--- src/psw_pkg.sv ---
// Package for the program store write/erase control block.
// Assumes an 8-bit special-function-register bus from the CPU core.
package psw_pkg;
    // --------------------------------------------------------------
    // Register map
    // --------------------------------------------------------------
    localparam logic [7:0] PSCTRL_ADDR = 8'h8f;
    localparam logic [7:0] KEY_ADDR = 8'hb7;
    localparam logic [7:0] PSCTRL_RESET = 8'h00;
    localparam logic [7:0] KEY_RESET = 8'h00;
    localparam int WE_BIT = 0;
    localparam int EE_BIT = 1;
    // --------------------------------------------------------------
    // Key codes and timing
    // --------------------------------------------------------------
    localparam logic [7:0] KEY_FIRST = 8'ha5;
    localparam logic [7:0] KEY_SECOND = 8'hf1;
    localparam logic [1:0] LOCK_LOCKED = 2'h0;
    localparam logic [1:0] LOCK_HALF = 2'h1;
    localparam logic [1:0] LOCK_OPEN = 2'h2;
    localparam logic [1:0] LOCK_DEAD = 2'h3;
    localparam int CAL_NS = 100;
    localparam int CLK_PERIOD_NS = 5;
    localparam int CAL_CYCLES = (CAL_NS + CLK_PERIOD_NS - 1) / CLK_PERIOD_NS;
    localparam int ADDR_W = 16;
    localparam int PAGE_W = 9;

    typedef enum logic [1:0] {
        ST_IDLE = 2'b00,
        ST_BUSY = 2'b01,
        ST_DONE = 2'b11
    } psw_op_t;
endpackage

--- src/psw_key_if.sv ---
// Interface carrying key-lock status between the top and lock module.
// Assumes both ends share core_clk.
`timescale 1ns/1ps
`default_nettype none
interface psw_key_if;
    logic keyWrite;
    logic [7:0] keyData;
    logic opDone;
    logic badAttempt;
    logic unlocked;
    logic [1:0] lockState;
    modport ctrl (output keyWrite, output keyData, output opDone,
        output badAttempt, input unlocked, input lockState);
    modport lock (input keyWrite, input keyData, input opDone,
        input badAttempt, output unlocked, output lockState);
endinterface
`default_nettype wire

--- src/psw_key_lock.sv ---
// Key sequence lock for flash write and erase.
// Assumes key writes, done and bad-attempt pulses are one cycle long.
`timescale 1ns/1ps
`default_nettype none
module psw_key_lock
    import psw_pkg::*;
(
    input wire logic core_clk,
    input wire logic rst,
    input wire logic clkEn,
    psw_key_if.lock kif
);
    logic [1:0] lock_r;

    // --------------------------------------------------------------
    // Lock state
    // --------------------------------------------------------------
    // Key codes open the lock, one operation closes it
    always_ff @(posedge core_clk or posedge rst) begin
        if (rst) begin
            lock_r <= LOCK_LOCKED;
        end else if (clkEn) begin
            if (lock_r == LOCK_DEAD) begin
                lock_r <= LOCK_DEAD;
            end else if (kif.badAttempt) begin
                lock_r <= LOCK_DEAD;
            end else if (kif.opDone) begin
                lock_r <= LOCK_LOCKED;
            end else if (kif.keyWrite) begin
                case (lock_r)
                    LOCK_LOCKED: begin
                        lock_r <= (kif.keyData == KEY_FIRST) ?
                            LOCK_HALF : LOCK_DEAD;
                    end
                    LOCK_HALF: begin
                        lock_r <= (kif.keyData == KEY_SECOND) ?
                            LOCK_OPEN : LOCK_DEAD;
                    end
                    default: begin
                        lock_r <= LOCK_DEAD;
                    end
                endcase
            end
        end
    end

    assign kif.unlocked = (lock_r == LOCK_OPEN);
    assign kif.lockState = lock_r;
endmodule // psw_key_lock
`default_nettype wire

--- src/psw_store_ctrl.sv ---
// Program store write/erase control: steers external move writes to flash.
// Assumes SFR writes/reads are single-cycle strobes on core_clk and
// the flash array answers each request with a one-cycle done pulse.
//
// Functional notes
// With write enable set, a move write programs one flash byte.
// Write enable clear keeps move writes in data RAM.
// Both enables set: move write erases the addressed page.
// Erase enable clear: never erase.
// Control bits 7:2 read zero, writes ignored.
// Interrupts are held while a flash operation runs.
// Regulator calibration runs after every reset.
// Non-power-on reset with high monitor and low regulator holds reset.
// Power-on reset returns monitor to low threshold.
// Firmware sets high monitor threshold while programming flash.
// Firmware enables monitor reset after setting write enable.
// Firmware disables interrupts while write enable is set.
// Firmware writes reset source register whole, power-on flag one.
// Firmware uses internal oscillator during flash operations.
// Firmware erases before programming.
// Flash operation needs key 0xa5 then 0xf1.
// Each completed operation relocks the flash.
// Move reads always access data RAM.
// Both enables clear on any reset.
`timescale 1ns/1ps
`default_nettype none
module psw_store_ctrl
    import psw_pkg::*;
#(
    parameter int AW = ADDR_W,
    parameter int PW = PAGE_W
)
(
    input wire logic core_clk,
    input wire logic rst,
    input wire logic clkEn,
    input wire logic porEvent,
    input wire logic monHighThreshold,
    input wire logic regBelowHigh,
    input wire logic sfrWrite,
    input wire logic sfrRead,
    input wire logic [7:0] sfrAddr,
    input wire logic [7:0] sfrWdata,
    output logic [7:0] sfrRdata,
    input wire logic movWrite,
    input wire logic movRead,
    input wire logic [AW-1:0] movAddr,
    input wire logic [7:0] movWdata,
    output logic ramWrite,
    output logic ramRead,
    output logic [AW-1:0] ramAddr,
    output logic [7:0] ramWdata,
    output logic flashProg,
    output logic flashErase,
    output logic [AW-1:0] flashAddr,
    output logic [7:0] flashWdata,
    input wire logic flashDone,
    output logic flashBusy,
    output logic irqHold,
    output logic regCalStart,
    output logic holdReset,
    output logic monLowForce
);
    import psw_pkg::*;

    logic weBit_r;
    logic eeBit_r;
    psw_op_t op_r;
    logic [7:0] rdata_r;
    logic calPend_r;
    logic stuck_r;
    logic monLow_r;

    psw_key_if kif ();

    psw_key_lock uLock (
        .core_clk(core_clk),
        .rst(rst),
        .clkEn(clkEn),
        .kif(kif)
    );

    // Page base of an address
    function automatic logic [AW-1:0] pageBase(input logic [AW-1:0] a);
        pageBase = {a[AW-1:PW], {PW{1'b0}}};
    endfunction

    // --------------------------------------------------------------
    // Control register
    // --------------------------------------------------------------
    // Only two enable bits are stored
    always_ff @(posedge core_clk or posedge rst) begin
        if (rst) begin
            weBit_r <= PSCTRL_RESET[WE_BIT];
            eeBit_r <= PSCTRL_RESET[EE_BIT];
        end else if (clkEn && sfrWrite && sfrAddr == PSCTRL_ADDR) begin
            weBit_r <= sfrWdata[WE_BIT];
            eeBit_r <= sfrWdata[EE_BIT];
        end
    end

    assign kif.keyWrite = clkEn && sfrWrite && sfrAddr == KEY_ADDR;
    assign kif.keyData = sfrWdata;
    assign kif.opDone = clkEn && op_r == ST_BUSY && flashDone;
    assign kif.badAttempt = clkEn && movWrite && weBit_r
        && op_r == ST_IDLE && !kif.unlocked;

    // --------------------------------------------------------------
    // Register read data
    // --------------------------------------------------------------
    // Upper control bits read as zero
    always_ff @(posedge core_clk or posedge rst) begin
        if (rst) begin
            rdata_r <= 8'h00;
        end else if (clkEn && sfrRead) begin
            case (sfrAddr)
                PSCTRL_ADDR: rdata_r <= {6'h00, eeBit_r, weBit_r};
                KEY_ADDR: rdata_r <= {6'h00, kif.lockState};
                default: rdata_r <= 8'h00;
            endcase
        end
    end
    assign sfrRdata = rdata_r;

    // --------------------------------------------------------------
    // Move steering
    // --------------------------------------------------------------
    // Writes go to flash while enabled, unlocked and idle; reads always to RAM
    always_ff @(posedge core_clk or posedge rst) begin
        if (rst) begin
            ramWrite <= 1'b0;
            ramRead <= 1'b0;
            ramAddr <= '0;
            ramWdata <= 8'h00;
            flashProg <= 1'b0;
            flashErase <= 1'b0;
            flashAddr <= '0;
            flashWdata <= 8'h00;
        end else if (clkEn) begin
            ramWrite <= movWrite && !weBit_r;
            ramRead <= movRead;
            flashProg <= 1'b0;
            flashErase <= 1'b0;
            if (movRead || (movWrite && !weBit_r)) begin
                ramAddr <= movAddr;
                ramWdata <= movWdata;
            end
            if (movWrite && weBit_r && kif.unlocked && op_r == ST_IDLE) begin
                if (eeBit_r) begin
                    flashErase <= 1'b1;
                    flashAddr <= pageBase(movAddr);
                end else begin
                    flashProg <= 1'b1;
                    flashAddr <= movAddr;
                    flashWdata <= movWdata;
                end
            end
        end
    end

    // --------------------------------------------------------------
    // Operation tracking
    // --------------------------------------------------------------
    // Busy from request until the cycle after the array reports done
    always_ff @(posedge core_clk or posedge rst) begin
        if (rst) begin
            op_r <= ST_IDLE;
        end else if (clkEn) begin
            case (op_r)
                ST_IDLE: begin
                    if (movWrite && weBit_r && kif.unlocked) begin
                        op_r <= ST_BUSY;
                    end
                end
                ST_BUSY: begin
                    if (flashDone) begin
                        op_r <= ST_DONE;
                    end
                end
                ST_DONE: op_r <= ST_IDLE;
                default: op_r <= ST_IDLE;
            endcase
        end
    end
    assign flashBusy = (op_r != ST_IDLE);
    assign irqHold = (op_r != ST_IDLE);

    // --------------------------------------------------------------
    // Reset supervision
    // --------------------------------------------------------------
    // One calibration pulse after each reset release
    always_ff @(posedge core_clk or posedge rst) begin
        if (rst) begin
            calPend_r <= 1'b1;
        end else if (clkEn) begin
            calPend_r <= 1'b0;
        end
    end
    assign regCalStart = calPend_r;

    // Latch the stuck condition at reset release; porEvent or any reset clears it
    always_ff @(posedge core_clk or posedge rst) begin
        if (rst) begin
            stuck_r <= 1'b0;
            monLow_r <= 1'b1;
        end else if (clkEn) begin
            if (porEvent) begin
                stuck_r <= 1'b0;
                monLow_r <= 1'b1;
            end else begin
                monLow_r <= 1'b0;
                if (calPend_r && monHighThreshold && regBelowHigh) begin
                    stuck_r <= 1'b1;
                end
            end
        end
    end
    assign holdReset = stuck_r;
    assign monLowForce = monLow_r | porEvent;
endmodule // psw_store_ctrl
`default_nettype wire

--- config.mk ---
export PLATFORM = sky130hd
export DESIGN_NAME = psw_store_ctrl
export DESIGN_NICKNAME = d
export VERILOG_FILES = /design/src/psw_pkg.sv /design/src/psw_key_if.sv /design/src/psw_key_lock.sv /design/src/psw_store_ctrl.sv
export SDC_FILE = /design/constraint.sdc
export NUM_CORES = 1
export LEC_CHECK = 0
export BUFFER_PORTS_ARGS = -buffer_cell sky130_fd_sc_hd__buf_2
export CAP_MARGIN = 20
export CORE_MARGIN = 2
export CORE_UTILIZATION = 47
export CTS_CLUSTER_DIAMETER = 60
export CTS_CLUSTER_SIZE = 10
export DETAILED_ROUTE_END_ITERATION = 10
export MAX_ROUTING_LAYER = met4
export PLACE_DENSITY = 0.8
export SKIP_LAST_GASP = 1
export SLEW_MARGIN = 5
export SYNTH_ARGS = -nofsm -noshare
export SYNTH_HDL_FRONTEND = slang
export SYNTH_SLANG_ARGS = --single-unit
--- constraint.sdc ---
create_clock -name core_clk -period 2.5 [get_ports core_clk]
set_clock_uncertainty 0.1 [all_clocks]
set_input_delay 0.125 -clock core_clk [delete_from_list [all_inputs] [get_ports core_clk]]
set_output_delay 0.125 -clock core_clk [all_outputs]
set_load 0.05 [all_outputs]
======== Word-level counts from Yosys, hierarchy flattened ========
Cells that the tools add are included.
storage, ports and cells
  bits in registers ....................... 69
  output and inout port bits .............. 65
operators by class
  bitwise operators ....................... 2
  reduce and logical (&&, ||, !) cells .... 30
  equality and inequality tests ........... 10
  muxes and demuxes ....................... 19
operator list
  kind                count
  $eq 8x8->1 const B  4
  $logic_and 1x1->1   16
  $mux 2              7
  $pmux 2 s2          3
  $mux 9              1
  $mux 1              8
  $reduce_and 2->1    4
  $reduce_and 3->1    2
  $eq 2x1->1 const B  2
  $eq 2x2->1 const B  2
  $logic_not 2->1     2
  $reduce_bool 2->1   2
  $reduce_bool 4->1   1
  $logic_not 1->1     2
  $ne 2x1->1 const B  1
  $ne 2x2->1 const B  1
  $logic_or 1x1->1    1
  $not 1->1           1
  $or 1x1->1          1

======== Depth between registers and ports, before layout ========
Gate-level depths: netlist (run 1).
  depth after elaboration ................. 7
  depth in mapped cells ................... 7
  depth with buffers taken out ............ 4

======== By module ========
A second synthesis (run 1) with hierarchy kept.
unflattened totals
  cells, all modules ...................... 204
  area total of the unflattened synthesis .. 2710.1 um^2
by module, submodules not included
  module          area each (um^2)  cells an instance  sequential area each (um^2)  times used
  psw_store_ctrl  2541.2            187                1529.0                       1
  psw_key_lock    168.9             17                 50.0                         1

======== Worst setup path after synthesis (run 1) ========
Ideal clock, no wire load.
  path type ............................... register to register
  from .................................... register op_r[1]
  to ...................................... register flashWdata[0]
  library setup time ...................... 125 ps
  stages on the path, launching flop included .. 6
  period minus slack after synthesis ...... 1978 ps
  arrival time ............................ 1753 ps
  setup slack ............................. 522 ps
  cell sequence ........................... dfrtp_1 > or2_4 > or3_1 > buf_6 > nor2_8 > mux2_2
on the way
  longest elaborated chain between the ends .. 3
RTL lines
  what                               line                   text
  start: declaration                 psw_store_ctrl.sv:68   psw_op_t op_r;
  start signal: assignment           psw_store_ctrl.sv:167  op_r <= ST_IDLE;
  start signal: assignment           psw_store_ctrl.sv:172  op_r <= ST_BUSY;
  start signal: assignment           psw_store_ctrl.sv:177  op_r <= ST_DONE;
  $logic_not 2->1                    psw_store_ctrl.sv:148  if (movWrite && weBit_r && kif.unlocked && op_r == ST_IDLE) begin
  $logic_and 1x1->1                  psw_store_ctrl.sv:148
  $reduce_and 3->1 (no source line)  -
  end signal: assignment             psw_store_ctrl.sv:155  flashWdata <= movWdata;
  end: declaration                   psw_store_ctrl.sv:56   output logic [7:0] flashWdata,
Every way passes these cells.
A chain may end at the register's enable or synchronous reset.

======== Final worst setup path (run 1) ========
  from .................................... register op_r[1]
  to ...................................... register flashWdata[2]
The elaborated chain is that of the path after synthesis.

==> impl_metrics.json, run 1 <==
{
  "synth_compound_area_share_pct": 7.48,
  "numPortBuffers": 109,
  "slowest_delay_ns": 0.47,
  "h-tree-depth": 3,
  "synth_seq_cells": 63,
  "globalplace.congestion": 0.834,
  "start_kind": "flop",
  "ir_drop_uv": 433,
  "cp_max_fo": 18,
  "hold_start": "monHighThreshold",
  "ctsHoldBuffers": 30,
  "synth.most_common_cell": "dfrtp_1",
  "fin_crit_sh_pct": 81.8,
  "grt_usage_pct": 20.0,
  "dp.cells": 359,
  "synthAdderAreaFrac_pct": 0,
  "drc": 0,
  "antenna_found_initial": 0,
  "place_hpwl_um": 3840,
  "synth_top_family_by_area": "multiplexers",
  "grt_overflow": 0,
  "syn_area_um2": 2630,
  "io_pins": 116,
  "setup_tns_ns": 0,
  "die_y_um": 78.7,
  "rr_worst_depth": 4,
  "synthSimpleGateAreaFrac_pct": 8.53,
  "min_to": "holdReset",
  "path_clk_slew_ns": 0.07,
  "area_growth_pct": 42.0,
  "diodes": 0,
  "ys_warn_count": 0,
  "synthMuxAreaShare_pct": 18.9,
  "reg2reg_to": "flashWdata[2]",
  "hold_depth": 3,
  "grt_max_degree": 35,
  "yosysSeqAreaShare_pct": 60.2,
  "crit_path_cell_trace": "or2_4 > or3_1 > nor2_8 > mux2_2",
  "cts_max_path_buffers": 2,
  "setup_violations": 0,
  "crit_arrival_ns": 2.15,
  "drive_above_1_share_pct": 56.2,
  "hold_class": "primary input to flop",
  "viasPerCell": 4.99,
  "dieArea_um2": 6200,
  "ys.flop_type": "dfrtp_1",
  "hold_viol": 0,
  "grt_pass1_wl_um": 9340,
  "power.density_nw_per_um2": 693,
  "synth_top_cell_area_share_pct": 58.2,
  "yosysTopAreaCell": "dfrtp_1",
  "cts.sink_count": 63,
  "synthDistinctLibCells": 43,
  "synth_edf_count": 0,
  "first_pass_iters": 4,
  "worst_pin_slew_ns": 0.733,
  "start_util_pct": 48.3,
  "max_freq_mhz": 489,
  "dr_total_vias": 2021,
  "cp-end-kind": "flop",
  "antenna_left": 0,
  "fin_crit_ns": 2.05,
  "die_w_um": 78.7,
  "cts-buffers-inserted": 9,
  "netlist_instances": 185,
  "post-cts-setup-buffers": 0,
  "wl_per_cell_um": 14.2,
  "rr_startpoint": "op_r[1]",
  "slew_viol_final": 0,
  "synth_xor_area_share_pct": 0,
  "rsz0062_at_grt": "no",
  "critPathSlowestCell": "or3_1",
  "cts_resized": 0,
  "worstPathRequired_ns": 2.61,
  "first_iter_violations": 61,
  "p_leak_nw": 1.92,
  "reg2reg_setup_slack_ns": 0.45,
  "drt_wl_total_um": 5740,
  "outcome": "finished clean",
  "core_area_um2": 5440,
  "max_cap_viol_count": 0,
  "finalNetCount": 379,
  "final_cells": 405,
  "root_buffer": "clkbuf_8",
  "num_rows": 27,
  "cts_tree": "done",
  "synth_common_cells": "dfrtp_1 (61), mux2_2 (44), a22o_2 (9)",
  "worstSkewPairLatency_ns": 0.33,
  "slew_headroom_pct": 51.1,
  "grt_pass1_vias": 2043,
  "crit_type": "flop to flop",
  "synthArstFlopShare_pct": 100,
  "yosys-top-cells-area": "dfrtp_1 (58%), mux2_2 (19%), a22o_2 (3.4%), buf_4 (2.0%), dfstp_2 (2.0%)",
  "syn_avg_cell_area_um2": 14.2
}
## cell usage in the layout (no fill, tap or decap), drive strengths merged, types with 4 or more instances in the layout
master / n
buf: 112
nor4: 4
dlygate4sd3: 30
clkbuf: 13
nor2: 5
a22o: 9
conb: 6
mux2: 44
nand2: 6
dfrtp: 61
## cells by family after synthesis
logic type      count (synthesis)
simple gates                   35
compound gates                 24
other cells                     1
mux                            44
flops                          63
buf+inv                        18
## per-stage QoR
| step | hold slack (ns) | utilization, % | power, W | setup slack, ns | instance area [um2] |
|---|---|---|---|---|---|
| 6_report | 0.0395 | 68.5 | 0.00258 | 0.454 | 3730 |
| 5_1_grt | 0.0513 | 68.5 | 0.00268 | 0.394 | 3730 |
| 4_1_cts | 0.0241 | 68.5 | 0.00261 | 0.441 | 3730 |
| 3_5_place_dp | 0.194 | 58.9 | 0.00158 | 0.453 | 3200 |
| 3_3_place_gp | 0.185 | 58.9 | 0.00157 | 0.512 | 3200 |
| 2_1_floorplan | 0.112 | - | 0.00146 | 0.522 | 2640 |
## power breakdown
| part | total, W | internal, W | switching (W) | leakage, nW |
|---|---|---|---|---|
| Combinational | 0.000492 | 0.000159 | 0.000333 | 1.00 |
| Sequential | 0.00111 | 0.00108 | 0.0000283 | 0.804 |
| Clock | 0.000982 | 0.000616 | 0.000367 | 0.114 |
## worst max-delay path by stage
stage	startpoint	endpoint	slack (ns)	cells past startpoint
after detailed placement	op_r[1]	flashWdata[2]	0.45	4
after floorplan	op_r[1]	flashWdata[0]	0.52	5
after CTS	op_r[1]	flashWdata[2]	0.44	4
after global placement	op_r[1]	flashWdata[7]	0.51	4
after global routing	op_r[1]	flashWdata[2]	0.39	4
final	op_r[1]	flashWdata[2]	0.45	4
## worst max-delay path: cells and delay by family, from the launching register on
kind,cells,cell delay (ns)
simple gates,3,1.04
flops,1,0.41
mux,1,0.38
## state kept, by name, summed over array words and instances (netlist names), 2 cells and up
register / flops
sfrRdata: 2
uLock.kif.lockState: 2
flashAddr: 16
flashWdata: 8
op_r: 2
ramAddr: 16
ramWdata: 8
## final cells by class
class | instances | area, um2
Clock buffer | 13 | 159
Sequential cell | 63 | 1580
Timing Repair Buffer | 142 | 881
Clock inverter | 3 | 65.1
Multi-Input combinational cell | 109 | 942
Inverter | 3 | 11.3
Tap cell | 72 | 90.1
Fill cell | 401 | 1710
## metal layers
metal	global-route usage (%)	vias to the layer above	part of all wire, %
li1	-	953	-
met1	24.8	968	41
met2	32.0	87	50
met3	4.77	13	6.8
met4	7.72	0	1.5
met5	-	-	0
Power figures use the tool's default switching activity.
==> run 2, diff against run 1 <==
--- a/config.mk
+++ b/config.mk
@@ -8,12 +8,12 @@
 export BUFFER_PORTS_ARGS = -buffer_cell sky130_fd_sc_hd__buf_2
 export CAP_MARGIN = 20
 export CORE_MARGIN = 2
-export CORE_UTILIZATION = 47
+export CORE_UTILIZATION = 42
 export CTS_CLUSTER_DIAMETER = 60
 export CTS_CLUSTER_SIZE = 10
 export DETAILED_ROUTE_END_ITERATION = 10
 export MAX_ROUTING_LAYER = met4
-export PLACE_DENSITY = 0.8
+export PLACE_DENSITY = 0.75
 export SKIP_LAST_GASP = 1
 export SLEW_MARGIN = 5
 export SYNTH_ARGS = -nofsm -noshare
==> constraint.sdc (replaced) <==
create_clock -name core_clk -period 1.75 [get_ports core_clk]
set_clock_uncertainty 0.1 [all_clocks]
set_input_delay 0.0875 -clock core_clk [delete_from_list [all_inputs] [get_ports core_clk]]
set_output_delay 0.0875 -clock core_clk [all_outputs]
set_load 0.05 [all_outputs]
==> impl_metrics.json, run 2 (synthesis gave the netlist of run 1 again) <==
{
  "antenna_found_initial": 0,
  "drive_above_1_share_pct": 58.7,
  "h-tree-depth": 3,
  "diodes": 0,
  "outcome": "finished, violations left",
  "rr_worst_depth": 4,
  "ir_drop_uv": 610,
  "dieArea_um2": 6900,
  "hold_start": "clkEn",
  "io_pins": 116,
  "first_pass_iters": 5,
  "numPortBuffers": 109,
  "die_w_um": 83.1,
  "final_common_cell": "buf_2",
  "fin_crit_ns": 1.77,
  "grt_usage_pct": 20.2,
  "crit_arrival_ns": 1.88,
  "start_util_pct": 43.8,
  "hold-worst-slack_ns": 0.0336,
  "max_freq_mhz": 564,
  "cts_max_path_buffers": 2,
  "worstSetupPathDepth": 4,
  "reg_top3": "flashAddr (16), ramAddr (16)",
  "p_leak_nw": 2.02,
  "finalWorstSetupSlack_ns": -0.0236,
  "cp_max_fo": 5,
  "reg2reg_to": "flashWdata[1]",
  "grt_pass1_wl_um": 10900,
  "globalplace.congestion": 0.878,
  "area_growth_pct": 50.0,
  "final_cells": 426,
  "slowest_delay_ns": 0.40,
  "fin_crit_sh_pct": 101,
  "layout_common_cells": "buf_2 (109), dfrtp_1 (61), mux2_2 (41)",
  "cts-buffers-inserted": 9,
  "reg2reg_setup_slack_ns": -0.02,
  "pre_cts_ws_ns": -0.151,
  "core_area_um2": 5990,
  "setup_violations": 6,
  "hold_depth": 3,
  "worstSkewPairLatency_ns": 0.33,
  "final-seq-area_um2": 1580,
  "path_clk_slew_ns": 0.07,
  "num_rows": 28,
  "critPathSlowestCell": "or3_4",
  "cp-end-kind": "flop",
  "max_cap_viol_count": 0,
  "drt_wl_total_um": 6310,
  "first_iter_violations": 63,
  "start_kind": "flop",
  "rsz0062_at_grt": "yes",
  "failed_checks": "setup timing",
  "dr_total_vias": 2075,
  "antenna_left": 0,
  "viasPerCell": 4.87,
  "hold_viol": 0,
  "grt_max_degree": 64,
  "rr_startpoint": "op_r[0]",
  "crit_type": "flop to flop",
  "slew_viol_final": 0,
  "min_to": "regCalStart",
  "finalNetCount": 397,
  "drc": 0,
  "cts_tree": "done",
  "wl_per_cell_um": 14.8,
  "cts.sink_count": 63,
  "grt_overflow": 0,
  "cp_top_family": "simple AND/OR/NAND/NOR gates",
  "num-fill-cells": 466,
  "crit_path_cell_trace": "or2_4 > or3_4 > nor2_8 > mux2_2",
  "die_y_um": 83.1,
  "power.density_nw_per_um2": 979,
  "dp.cells": 376,
  "multi_input_area_um2": 976,
  "critPathBufInv": 0,
  "hold_class": "primary input to flop",
  "worstPathRequired_ns": 1.86,
  "grt_pass1_vias": 2226,
  "root_buffer": "clkbuf_8",
  "place_hpwl_um": 4300
}
-- run 2: worst max path at each step --
stage               startpoint            end
global route           op_r[0]  flashWdata[1]
detailed placement     op_r[0]  flashWdata[2]
floorplan              op_r[0]  flashWdata[0]
finish                 op_r[0]  flashWdata[1]
global placement       op_r[0]  flashWdata[2]
CTS                    op_r[0]  flashWdata[5]
-- run 2: cell type report --
class	count	area share, %
inverters	3	0.381
multi-input cells	110	24.8
clock buffers	13	4.04
repair buffers	159	26.0
well taps	75	2.38
flip-flops and latches	63	40.1
clock inverters	3	2.29
-- run 2: layer usage --
| layer | part of all wire [%] | GRT usage, % | up-vias |
|---|---|---|---|
| li1 | - | - | 983 |
| met1 | 42 | 23.8 | 1003 |
| met2 | 51 | 33.4 | 74 |
| met5 | 0 | - | - |
| met4 | 2.0 | 8.94 | 0 |
| met3 | 5.0 | 4.27 | 15 |
-- run 2: per-stage QoR --
step	cell area (um2)	TNS, ns	power (W)	utilization [%]
after floorplan	2650	-1.70	0.00209	-
after global placement	3330	-0.849	0.00227	55.6
after detailed placement	3330	-2.18	0.00228	55.6
after CTS	3910	-0.162	0.00390	65.3
after global routing	3940	-0.650	0.00402	65.7
final	3940	-0.0784	0.00385	65.7
-- run 2: power breakdown --
part / total [W] / internal (W) / switching [W]
clock network: 0.00155 / 0.00103 / 0.000523
registers: 0.00158 / 0.00154 / 0.0000414
logic: 0.000720 / 0.000238 / 0.000482
-- run 2: worst register-to-register path, cell delays in order (launching register included) --
cell	delay, ns
dfrtp_1	0.38
or2_4	0.25
or3_4	0.40
nor2_8	0.17
mux2_2	0.36
-- run 2: timing repair --
item / CTS / global route
buffers inserted: 0 / 2
gates resized for setup: 2 / 3
pin swaps: 1 / 0
gates cloned: 1 / 0
endpoints found under the hold margin: 116 / 0
setup endpoints to repair: 26 / 25
hold buffers: 31 / 0
